### src/design/mocl_regs.svh
`ifndef MOCL_REGS_SVH
`define MOCL_REGS_SVH
// register byte offsets
`define MOCL_ADDR_CTRL 8'h00
`define MOCL_ADDR_MAXCUR 8'h04
`define MOCL_ADDR_RATED 8'h08
`define MOCL_ADDR_PEAK 8'h0c
`define MOCL_ADDR_DUR 8'h10
`define MOCL_ADDR_LIMIT 8'h14
`define MOCL_ADDR_ACCUM 8'h18
`define MOCL_ADDR_APPLIED 8'h1c
`define MOCL_ADDR_STATUS 8'h20
`define MOCL_ADDR_IRQ_STAT 8'h24
`define MOCL_ADDR_IRQ_MASK 8'h28
// field positions
`define MOCL_CTRL_CLOSED_LOOP 0
`define MOCL_IRQ_CLAMP 0
`define MOCL_IRQ_RELEASE 1
// reset values
`define MOCL_RST_CUR 16'h0000
`define MOCL_RST_DUR 16'h0000
// scaling, timing and response codes
`define MOCL_PERMILLE 32'd1000
`define MOCL_TICK_US 1000
`define MOCL_CLK_MHZ 25
`define MOCL_RESP_OKAY 2'b00
`define MOCL_RESP_SLVERR 2'b10
`endif

### src/design/mocl_pkg.sv
package mocl_pkg;
  // protection phases
  typedef enum logic [1:0] {MOCL_OFF, MOCL_PEAK, MOCL_CLAMP} mocl_state_e;
  // a current in milliamperes
  typedef logic [15:0] mocl_cur_t;
endpackage : mocl_pkg

### src/design/mocl_top.sv
// Our own choices: the placing of the registers and the AXI4-Lite slave port.
`timescale 1ns/1ns
`default_nettype none
`include "mocl_regs.svh"
module mocl_top #(
  parameter int TICK_CYC = `MOCL_TICK_US * `MOCL_CLK_MHZ,
  parameter int ACC_W = 48
) (
  input wire logic SYS_CLK,
  input wire logic NRST,
  input wire logic [7:0] S_AXI_AWADDR,
  input wire logic S_AXI_AWVALID,
  output logic S_AXI_AWREADY,
  input wire logic [31:0] S_AXI_WDATA,
  input wire logic [3:0] S_AXI_WSTRB,
  input wire logic S_AXI_WVALID,
  output logic S_AXI_WREADY,
  output logic [1:0] S_AXI_BRESP,
  output logic S_AXI_BVALID,
  input wire logic S_AXI_BREADY,
  input wire logic [7:0] S_AXI_ARADDR,
  input wire logic S_AXI_ARVALID,
  output logic S_AXI_ARREADY,
  output logic [31:0] S_AXI_RDATA,
  output logic [1:0] S_AXI_RRESP,
  output logic S_AXI_RVALID,
  input wire logic S_AXI_RREADY,
  input wire mocl_pkg::mocl_cur_t MEAS_CURRENT,
  output mocl_pkg::mocl_cur_t CURRENT_LIMIT,
  output logic PROT_ACTIVE,
  output logic IRQ
);
  import mocl_pkg::*;

  // write channel holding registers
  logic aw_hold_r;
  logic [7:0] awaddr_r;
  logic w_hold_r;
  logic [31:0] wdata_r;
  logic [3:0] wstrb_r;
  logic bvalid_r;
  logic [1:0] bresp_r;
  // read channel registers
  logic rvalid_r;
  logic [31:0] rdata_r;
  logic [1:0] rresp_r;
  // configuration registers
  logic closed_loop_r;
  mocl_cur_t maxcur_r;
  mocl_cur_t rated_r;
  logic [15:0] peak_r;
  logic [15:0] dur_r;
  logic [1:0] irq_stat_r;
  logic [1:0] irq_mask_r;
  // protection state
  mocl_state_e state_r;
  mocl_state_e state_nxt;
  logic [ACC_W-1:0] acc_r;
  logic [ACC_W-1:0] acc_nxt;
  logic [ACC_W-1:0] limit_r;
  mocl_cur_t applied_r;
  mocl_cur_t applied_nxt;
  logic [31:0] tick_cnt_r;
  logic tick;

  // write fires once address and data are both held
  wire do_write = aw_hold_r & w_hold_r & ~bvalid_r;
  wire [31:0] wmask = {{8{wstrb_r[3]}}, {8{wstrb_r[2]}}, {8{wstrb_r[1]}}, {8{wstrb_r[0]}}};
  wire wr_ctrl = do_write & (awaddr_r == `MOCL_ADDR_CTRL);
  wire wr_maxcur = do_write & (awaddr_r == `MOCL_ADDR_MAXCUR);
  wire wr_rated = do_write & (awaddr_r == `MOCL_ADDR_RATED);
  wire wr_peak = do_write & (awaddr_r == `MOCL_ADDR_PEAK);
  wire wr_dur = do_write & (awaddr_r == `MOCL_ADDR_DUR);
  wire wr_istat = do_write & (awaddr_r == `MOCL_ADDR_IRQ_STAT);
  wire wr_imask = do_write & (awaddr_r == `MOCL_ADDR_IRQ_MASK);
  wire wr_ro = (awaddr_r == `MOCL_ADDR_LIMIT) | (awaddr_r == `MOCL_ADDR_ACCUM) |
               (awaddr_r == `MOCL_ADDR_APPLIED) | (awaddr_r == `MOCL_ADDR_STATUS);
  wire wr_hit = wr_ctrl | wr_maxcur | wr_rated | wr_peak | wr_dur | wr_istat | wr_imask |
                (do_write & wr_ro);
  // merged write data per byte lane
  wire [31:0] wr_ctrl_v = ({31'h0, closed_loop_r} & ~wmask) | (wdata_r & wmask);
  wire [31:0] wr_max_v = ({16'h0, maxcur_r} & ~wmask) | (wdata_r & wmask);
  wire [31:0] wr_rat_v = ({16'h0, rated_r} & ~wmask) | (wdata_r & wmask);
  wire [31:0] wr_pk_v = ({16'h0, peak_r} & ~wmask) | (wdata_r & wmask);
  wire [31:0] wr_dur_v = ({16'h0, dur_r} & ~wmask) | (wdata_r & wmask);
  wire [31:0] wr_msk_v = ({30'h0, irq_mask_r} & ~wmask) | (wdata_r & wmask);
  wire [31:0] w1c_v = wdata_r & wmask;

  // peak current from rated and permille setting, capped by the ceiling
  wire [31:0] peak_prod = rated_r * peak_r;
  wire [31:0] peak_raw = peak_prod / `MOCL_PERMILLE;
  wire [15:0] peak_sat = (|peak_raw[31:16]) ? 16'hffff : peak_raw[15:0];
  wire [15:0] peak_eff = (peak_sat > maxcur_r) ? maxcur_r : peak_sat;
  // enable needs closed loop, real excess and a duration
  wire enable = closed_loop_r & (peak_eff > rated_r) & (dur_r != 16'h0);
  // squared currents
  wire [31:0] rated_sq = rated_r * rated_r;
  wire [31:0] peak_sq = peak_eff * peak_eff;
  wire [31:0] meas_sq = MEAS_CURRENT * MEAS_CURRENT;
  // limit is excess energy allowed over the peak duration
  wire [31:0] lim_excess = peak_sq - rated_sq;
  wire [47:0] lim_calc = lim_excess * dur_r;
  // per-tick accumulator step
  wire over = meas_sq > rated_sq;
  wire [31:0] up_step = meas_sq - rated_sq;
  wire [32:0] dn_step = {1'b0, rated_sq - meas_sq} + 33'h1;
  wire [ACC_W:0] acc_up = {1'b0, acc_r} + (ACC_W+1)'(up_step);
  wire [ACC_W-1:0] acc_up_sat = acc_up[ACC_W] ? '1 : acc_up[ACC_W-1:0];
  wire [ACC_W-1:0] dn_ext = (ACC_W)'(dn_step);
  wire [ACC_W-1:0] acc_dn_sat = (acc_r > dn_ext) ? acc_r - dn_ext : '0;
  // saturated 32-bit views for software
  wire [31:0] lim_rd = (|limit_r[ACC_W-1:32]) ? 32'hffffffff : limit_r[31:0];
  wire [31:0] acc_rd = (|acc_r[ACC_W-1:32]) ? 32'hffffffff : acc_r[31:0];

  // read decode
  wire [31:0] rd_data =
    (S_AXI_ARADDR == `MOCL_ADDR_CTRL) ? {31'h0, closed_loop_r} :
    (S_AXI_ARADDR == `MOCL_ADDR_MAXCUR) ? {16'h0, maxcur_r} :
    (S_AXI_ARADDR == `MOCL_ADDR_RATED) ? {16'h0, rated_r} :
    (S_AXI_ARADDR == `MOCL_ADDR_PEAK) ? {16'h0, peak_r} :
    (S_AXI_ARADDR == `MOCL_ADDR_DUR) ? {16'h0, dur_r} :
    (S_AXI_ARADDR == `MOCL_ADDR_LIMIT) ? lim_rd :
    (S_AXI_ARADDR == `MOCL_ADDR_ACCUM) ? acc_rd :
    (S_AXI_ARADDR == `MOCL_ADDR_APPLIED) ? {16'h0, applied_r} :
    (S_AXI_ARADDR == `MOCL_ADDR_STATUS) ? {31'h0, state_r != MOCL_OFF} :
    (S_AXI_ARADDR == `MOCL_ADDR_IRQ_STAT) ? {30'h0, irq_stat_r} :
    (S_AXI_ARADDR == `MOCL_ADDR_IRQ_MASK) ? {30'h0, irq_mask_r} : 32'h0;
  wire rd_hit = (S_AXI_ARADDR <= `MOCL_ADDR_IRQ_MASK) & (S_AXI_ARADDR[1:0] == 2'b00);

  // handshake outputs
  assign S_AXI_AWREADY = ~aw_hold_r;
  assign S_AXI_WREADY = ~w_hold_r;
  assign S_AXI_BVALID = bvalid_r;
  assign S_AXI_BRESP = bresp_r;
  assign S_AXI_ARREADY = ~rvalid_r;
  assign S_AXI_RVALID = rvalid_r;
  assign S_AXI_RDATA = rdata_r;
  assign S_AXI_RRESP = rresp_r;
  assign CURRENT_LIMIT = applied_r;
  assign PROT_ACTIVE = (state_r != MOCL_OFF);
  assign IRQ = |(irq_stat_r & irq_mask_r);
  assign tick = (tick_cnt_r == 32'(TICK_CYC - 1));

  // write address capture
  always_ff @(posedge SYS_CLK or negedge NRST) begin
    if (!NRST) begin
      aw_hold_r <= 1'b0;
      awaddr_r <= 8'h00;
    end else if (S_AXI_AWVALID & ~aw_hold_r) begin
      aw_hold_r <= 1'b1;
      awaddr_r <= S_AXI_AWADDR;
    end else if (do_write) begin
      aw_hold_r <= 1'b0;
    end
  end

  // write data capture
  always_ff @(posedge SYS_CLK or negedge NRST) begin
    if (!NRST) begin
      w_hold_r <= 1'b0;
      wdata_r <= 32'h0;
      wstrb_r <= 4'h0;
    end else if (S_AXI_WVALID & ~w_hold_r) begin
      w_hold_r <= 1'b1;
      wdata_r <= S_AXI_WDATA;
      wstrb_r <= S_AXI_WSTRB;
    end else if (do_write) begin
      w_hold_r <= 1'b0;
    end
  end

  // write response, error on unmapped offsets
  always_ff @(posedge SYS_CLK or negedge NRST) begin
    if (!NRST) begin
      bvalid_r <= 1'b0;
      bresp_r <= `MOCL_RESP_OKAY;
    end else if (do_write) begin
      bvalid_r <= 1'b1;
      bresp_r <= wr_hit ? `MOCL_RESP_OKAY : `MOCL_RESP_SLVERR;
    end else if (S_AXI_BREADY) begin
      bvalid_r <= 1'b0;
    end
  end

  // read response
  always_ff @(posedge SYS_CLK or negedge NRST) begin
    if (!NRST) begin
      rvalid_r <= 1'b0;
      rdata_r <= 32'h0;
      rresp_r <= `MOCL_RESP_OKAY;
    end else if (S_AXI_ARVALID & ~rvalid_r) begin
      rvalid_r <= 1'b1;
      rdata_r <= rd_data;
      rresp_r <= rd_hit ? `MOCL_RESP_OKAY : `MOCL_RESP_SLVERR;
    end else if (S_AXI_RREADY) begin
      rvalid_r <= 1'b0;
    end
  end

  // configuration registers
  always_ff @(posedge SYS_CLK or negedge NRST) begin
    if (!NRST) begin
      closed_loop_r <= 1'b0;
      maxcur_r <= `MOCL_RST_CUR;
      rated_r <= `MOCL_RST_CUR;
      peak_r <= `MOCL_RST_CUR;
      dur_r <= `MOCL_RST_DUR;
      irq_mask_r <= 2'h0;
    end else begin
      if (wr_ctrl) closed_loop_r <= wr_ctrl_v[`MOCL_CTRL_CLOSED_LOOP];
      if (wr_maxcur) maxcur_r <= wr_max_v[15:0];
      if (wr_rated) rated_r <= wr_rat_v[15:0];
      if (wr_peak) peak_r <= wr_pk_v[15:0];
      if (wr_dur) dur_r <= wr_dur_v[15:0];
      if (wr_imask) irq_mask_r <= wr_msk_v[1:0];
    end
  end

  // sticky events; a new event wins over a one-to-clear
  always_ff @(posedge SYS_CLK or negedge NRST) begin
    if (!NRST) begin
      irq_stat_r <= 2'h0;
    end else begin
      irq_stat_r[`MOCL_IRQ_CLAMP] <= (state_nxt == MOCL_CLAMP && state_r == MOCL_PEAK) |
        (irq_stat_r[`MOCL_IRQ_CLAMP] & ~(wr_istat & w1c_v[`MOCL_IRQ_CLAMP]));
      irq_stat_r[`MOCL_IRQ_RELEASE] <= (state_nxt == MOCL_PEAK && state_r == MOCL_CLAMP) |
        (irq_stat_r[`MOCL_IRQ_RELEASE] & ~(wr_istat & w1c_v[`MOCL_IRQ_RELEASE]));
    end
  end

  // control cycle divider
  always_ff @(posedge SYS_CLK or negedge NRST) begin
    if (!NRST) begin
      tick_cnt_r <= 32'h0;
    end else begin
      tick_cnt_r <= tick ? 32'h0 : tick_cnt_r + 32'h1;
    end
  end

  // accumulator next value, cleared while disabled
  always_comb begin
    acc_nxt = acc_r;
    if (!enable) begin
      acc_nxt = '0;
    end else if (tick) begin
      acc_nxt = over ? acc_up_sat : acc_dn_sat;
    end
  end

  // protection phase and applied limit
  always_comb begin
    state_nxt = state_r;
    applied_nxt = maxcur_r;
    case (state_r)
      MOCL_OFF: begin
        if (enable) state_nxt = MOCL_PEAK;
      end
      MOCL_PEAK: begin
        if (!enable) state_nxt = MOCL_OFF;
        else if (acc_nxt >= ACC_W'(lim_calc)) state_nxt = MOCL_CLAMP;
      end
      MOCL_CLAMP: begin
        if (!enable) state_nxt = MOCL_OFF;
        else if (acc_nxt < ACC_W'(lim_calc)) state_nxt = MOCL_PEAK;
      end
      default: state_nxt = MOCL_OFF;
    endcase
    case (state_nxt)
      MOCL_PEAK: applied_nxt = peak_eff;
      MOCL_CLAMP: applied_nxt = rated_r;
      default: applied_nxt = maxcur_r;
    endcase
  end

  // protection registers
  always_ff @(posedge SYS_CLK or negedge NRST) begin
    if (!NRST) begin
      state_r <= MOCL_OFF;
      acc_r <= '0;
      limit_r <= '0;
      applied_r <= `MOCL_RST_CUR;
    end else begin
      state_r <= state_nxt;
      acc_r <= acc_nxt;
      limit_r <= enable ? ACC_W'(lim_calc) : '0;
      applied_r <= applied_nxt;
    end
  end
endmodule : mocl_top
`default_nettype wire

### config.mk
export PLATFORM = sky130hd
export DESIGN_NAME = mocl_top
export DESIGN_NICKNAME = d
export VERILOG_FILES = /design/src/design/mocl_pkg.sv /design/src/design/mocl_top.sv
export VERILOG_INCLUDE_DIRS = /design/src /design/src/design
export SDC_FILE = /design/constraint.sdc
export NUM_CORES = 2
export LEC_CHECK = 0
export BUFFER_PORTS_ARGS = -buffer_cell sky130_fd_sc_hd__buf_4
export CAP_MARGIN = 40
export CORE_MARGIN = 2
export CORE_UTILIZATION = 55
export CTS_CLUSTER_DIAMETER = 40
export DETAILED_ROUTE_END_ITERATION = 8
export PLACE_DENSITY = 0.78
export SLEW_MARGIN = 20
export SYNTH_ARGS = -nofsm -noshare
export SYNTH_HDL_FRONTEND = slang
export SYNTH_SLANG_ARGS = --single-unit
### constraint.sdc
create_clock -name SYS_CLK -period 57.3 [get_ports SYS_CLK]
set_clock_uncertainty 0.05 [all_clocks]
set_input_delay 2.865 -clock SYS_CLK [delete_from_list [all_inputs] [get_ports SYS_CLK]]
set_output_delay 2.865 -clock SYS_CLK [all_outputs]
set_load 0.005 [all_outputs]
Yosys cells after proc, flatten, opt, wreduce, memory -nomap -nowiden
Cells that the tools add are included.
{"block": "word_totals", "ff_bits": 281, "out_inout_bits": 59, "wordCells": 174}
{"block": "classes", "add_sub_neg": 7, "n_mul": 5, "n_div": 1, "order_cmp": 7, "n_eq_ne": 25, "muxes": 38, "bitwise": 53, "reduce_logical": 16}
{"op": "2-to-1 mux 32 bit", "count": 10}
{"op": "2-to-1 mux 48 bit", "count": 6}
{"op": "multiplier 16 x 16 -> 32 bit", "count": 4}
{"op": "subtractor 32 bit", "count": 3}
{"op": "AND 16 bit", "count": 5}
{"op": "equality test 8 x 5 -> 1 bit (second input constant)", "count": 8}
{"op": "bitwise OR 16 bit", "count": 4}
{"op": "adder 48 x 32 -> 49 bit", "count": 1}
{"op": "equality test 8 x 6 -> 1 bit (second input constant)", "count": 6}
{"op": "greater-or-equal comparator 48 bit", "count": 1}
{"op": "> comparator 48 x 33 -> 1 bit", "count": 1}
{"op": "< comparator 48 bit", "count": 1}
{"op": "multiplier 32 x 16 -> 48 bit", "count": 1}
{"op": "2-to-1 mux 16 bit", "count": 3}
{"op": "OR reduction 16 bit", "count": 3}
{"op": "subtractor 48 x 33 -> 48 bit", "count": 1}
{"op": "adder 32 x 1 -> 33 bit (second input constant)", "count": 1}
{"op": "adder 32 x 1 -> 32 bit (second input constant)", "count": 1}
{"op": "divider 32 x 10 -> 32 bit (second input constant)", "count": 1}
{"op": "equality test 32 x 15 -> 1 bit (second input constant)", "count": 1}
{"op": "equality test 8 x 4 -> 1 bit (second input constant)", "count": 4}
{"op": "> comparator 16 bit", "count": 2}
{"op": "> comparator 32 bit", "count": 1}
{"op": "case mux 16 bit (2 select lines)", "count": 1}
{"op": "19 further kinds", "count": 82}

Logic depth before layout (Yosys ltp)
{"block": "depth", "word_depth": 17, "ltp_mapped": 192}

Worst setup path before layout
OpenSTA, ideal clock, no wires.
{"block": "synth_path", "kind": "flip-flop to flip-flop", "startpoint": "register with a tool-made name", "endpoint": "register applied_r[7] (netlist: CURRENT_LIMIT[7])", "setup_ps": 83, "arrival_time_ps": 39080, "required_time_ps": 57167, "setup_slack_ps": 18087, "path_stages_with_launch": 178, "period_less_slack_ps": 39213, "cell_sequence": "dfrtp_1 -> clkbuf_1 -> clkbuf_1 -> nand2_1 -> fa_1 -> inv_1 -> fa_1 -> inv_1 -> fa_1 -> inv_1 -> fa_1 -> fa_1 -> inv_1 -> fa_1 -> inv_1 -> ha_1 -> buf_2 -> and3_1 -> [... 142 more ...] -> xnor2_1 -> ha_1 -> nand4_1 -> or2_2 -> nor3_1 -> nand2_1 -> o221ai_1 -> a21oi_1 -> o21ai_0 -> nor3b_1 -> a21oi_1 -> or2_2 -> inv_1 -> ha_1 -> clkbuf_1 -> clkbuf_1 -> a22oi_1 -> o21ai_0"}
{"element": "end signal: assignment", "line": "mocl_top.sv:281", "source": "applied_r <= `MOCL_RST_CUR;"}
{"element": "end signal: assignment", "line": "mocl_top.sv:286", "source": "applied_r <= applied_nxt;"}
{"element": "end: declaration", "line": "mocl_top.sv:61", "source": "mocl_cur_t applied_r;"}

==> results.py <==
metrics = {
    "timing": {
        "min_period_over_period_pct": 83.2,
        "layout_min_cycle_time_ps": 47650,
        "hold_viol": 0,
        "grt_setup_unrepaired": "no",
        "setup_viol": 0,
        "maxSlewHeadroom_pct": 29.6,
        "final.setup.tns_ps": 0,
        "fmax_ghz": 0.0210,
        "worstMarginPinSlew_ps": 1050,
        "drv_slew": 0,
    },
    "layout": {
        "drive_above_1_share_pct": 6.83,
        "layout_common_cells": "1,579 x inv_1, 1,143 x fa_1, 889 x nand2_1",
        "syn_to_final_growth_pct": 6.20,
        "multi_input_area_um2": 58800,
        "fillers": 11193,
        "finalNetCount": 10387,
        "regArea_um2": 6990,
        "mostFrequentLayoutCell": "inv_1",
    },
    "clock_tree": {
        "clockBufferDepth": 3,
        "post-cts-setup-buffer-count": 0,
        "cts_tree": "built",
        "cts_root_buf": "clkbuf_16",
        "ctsHoldBuffers": 0,
        "clkLatencyLatePin_ps": 630,
        "post_cts_resized": 0,
        "clkTransAtPathRegs_ps": 50,
        "cts_sinks": 279,
        "numCtsBuffers": 46,
        "htreeDepth": 2,
    },
    "floorplanning": {
        "die_w_um": 369,
        "initial_utilization_pct": 55.5,
        "die_height_um": 369,
        "floorplan.io_pins": 134,
        "rows": 133,
        "dieArea_um2": 136000,
        "coreArea_um2": 132000,
    },
    "worst_hold_path": {
        "hold_class": "reg -> reg",
    },
    "synth": {
        "yosys_warnings": 0,
        "yosys.area.top_type": "fa_1",
        "synth_cell_types": 137,
        "synthCells": 8496,
        "syn_area_per_cell_um2": 8.60,
        "synthTopCellsByArea": "fa_1 31%, ha_1 13%, dfrtp_1 9.6%",
        "netlist_area_um2": 73100,
        "synthSimpleGateAreaFrac_pct": 15.3,
        "synth_top_family_by_area": "adder cells",
        "synth-seq-area-share_pct": 9.55,
        "yosys-mux-area-fraction_pct": 1.95,
        "synthAdderAreaFrac_pct": 44.0,
        "synthXorXnorAreaFrac_pct": 4.92,
        "synthArstFlopShare_pct": 100,
        "ys.flop_type": "dfrtp_1",
        "synth.top_cell.area_share_pct": 31.3,
        "synth_compound_area_share_pct": 14.0,
        "synth_edf_count": 0,
        "yosys_register_bits": 279,
    },
    "route": {
        "wl_um": 212000,
        "dr.pass1.iters": 8,
        "wl_per_cell_um": 20.7,
        "ant_nets": 0,
        "drc_errors": 0,
        "first_iter_violations": 5236,
        "vias_per_cell": 5.99,
        "vias": 61249,
    },
    "status": {
        "status": "complete, no violations",
    },
    "placed_design": {
        "numPortBuffers": 113,
        "hpwl_um": 167000,
        "place_congestion": 1.02,
    },
    "global_routing": {
        "grt_pass1_wl_um": 341000,
        "met1_usage_pct": 39.6,
        "met3_usage_pct": 6.88,
        "grtUsageMet2_pct": 51.4,
        "grt_start_max_net_pins": 83,
        "grt_pass1_vias": 64188,
        "antenna_found_initial": 10,
        "grt_usage_pct": 31.6,
        "grt-busiest-layer": "met2",
        "grt_overflow": 0,
    },
    "setup_path": {
        "cp-endpoint": "CURRENT_LIMIT[5]",
        "cp_top_family": "compound AO/OA/AOI/OAI gates",
        "arrival_ps": 48030,
        "start_kind": "register",
        "cp.required_ps": 57680,
        "crit_buf_inv": 19,
        "worstPathMaxFanout": 18,
        "reg2reg_depth": 165,
        "reg2reg_slack_ps": 9650,
        "cp_common_cell": "a21oi_1",
        "cp-end-kind": "register",
        "r2r-end": "CURRENT_LIMIT[5]",
        "crit_type": "reg -> reg",
        "slowest_delay_ps": 700,
        "cp.depth": 165,
        "cp_slowest_cell": "nor2b_1",
    },
    "flow_run": {
        "max-cap-violations": 0,
    },
}
-- Yosys cell counts, drive strengths merged (35+ instances only) --
cell / number
a31oi: 35
nand3: 108
mux2i: 35
nor2b: 54
nand4: 68
xor2: 155
mux2: 93
ha: 741
dfrtp: 279
buf: 53
and3: 42
inv: 1584
xnor2: 251
nor3: 77
nand2b: 92
a21oi: 451
and2: 397
a211oi: 69
a21o: 164
nor2: 441
o21bai: 85
clkbuf: 316
o21ai: 319
nor4: 37
nand2: 890
fa: 1143
a221oi: 38
-- logic make-up after synthesis --
family                   Yosys count
multiplexers                     128
flip-flops                       279
AND/OR/NAND/NOR                 2326
other                              1
XOR/XNOR                         406
adder cells (fa/ha/maj)         1887
buffers and inverters           1965
AO/OA/AOI/OAI                   1504
-- per-stage QoR --
step | hold slack, ps | cells | setup WS, ps | utilization [%] | cell area, um^2
finish | 407 | 10222 | 9650 | 59.0 | 77600
floorplan | 383 | 8497 | 18090 | - | 73100
detailed placement | 401 | 10122 | 10550 | 57.6 | 75800
global route | 439 | 10221 | 6750 | 59.0 | 77600
CTS | 408 | 10208 | 10300 | 58.8 | 77400
global placement | 396 | 10091 | 10160 | 57.4 | 75500
-- cell type report --
class	instances	area share, %
clock buffer	51	1.56
clock inverter	35	0.572
inverter	1596	7.72
sequential	279	9.00
antenna	1	0.00322
multi-input combinational	6253	75.7
tap	1755	2.83
timing repair buffer	252	2.60
-- worst min path at each step --
stage,endpoint,start,slack [ps],cells past startpoint
global placement,tick_cnt_r[0],tick_cnt_r[0],400,1
global route,tick_cnt_r[0],tick_cnt_r[0],440,1
CTS,tick_cnt_r[0],tick_cnt_r[0],410,1
finish,tick_cnt_r[0],tick_cnt_r[0],410,1
detailed placement,tick_cnt_r[0],tick_cnt_r[0],400,1
floorplan,tick_cnt_r[0],tick_cnt_r[0],380,1
-- metal layers --
layer,part of all wire (%),routed length [um]
met1,38,79500
met2,46,98300
met3,9.9,20900
met4,6.2,13000
met5,0.046,97
Power is left out: the tool's default activity adds up to more than one toggle a clock period on the data nets, which glitch-free logic cannot reach.
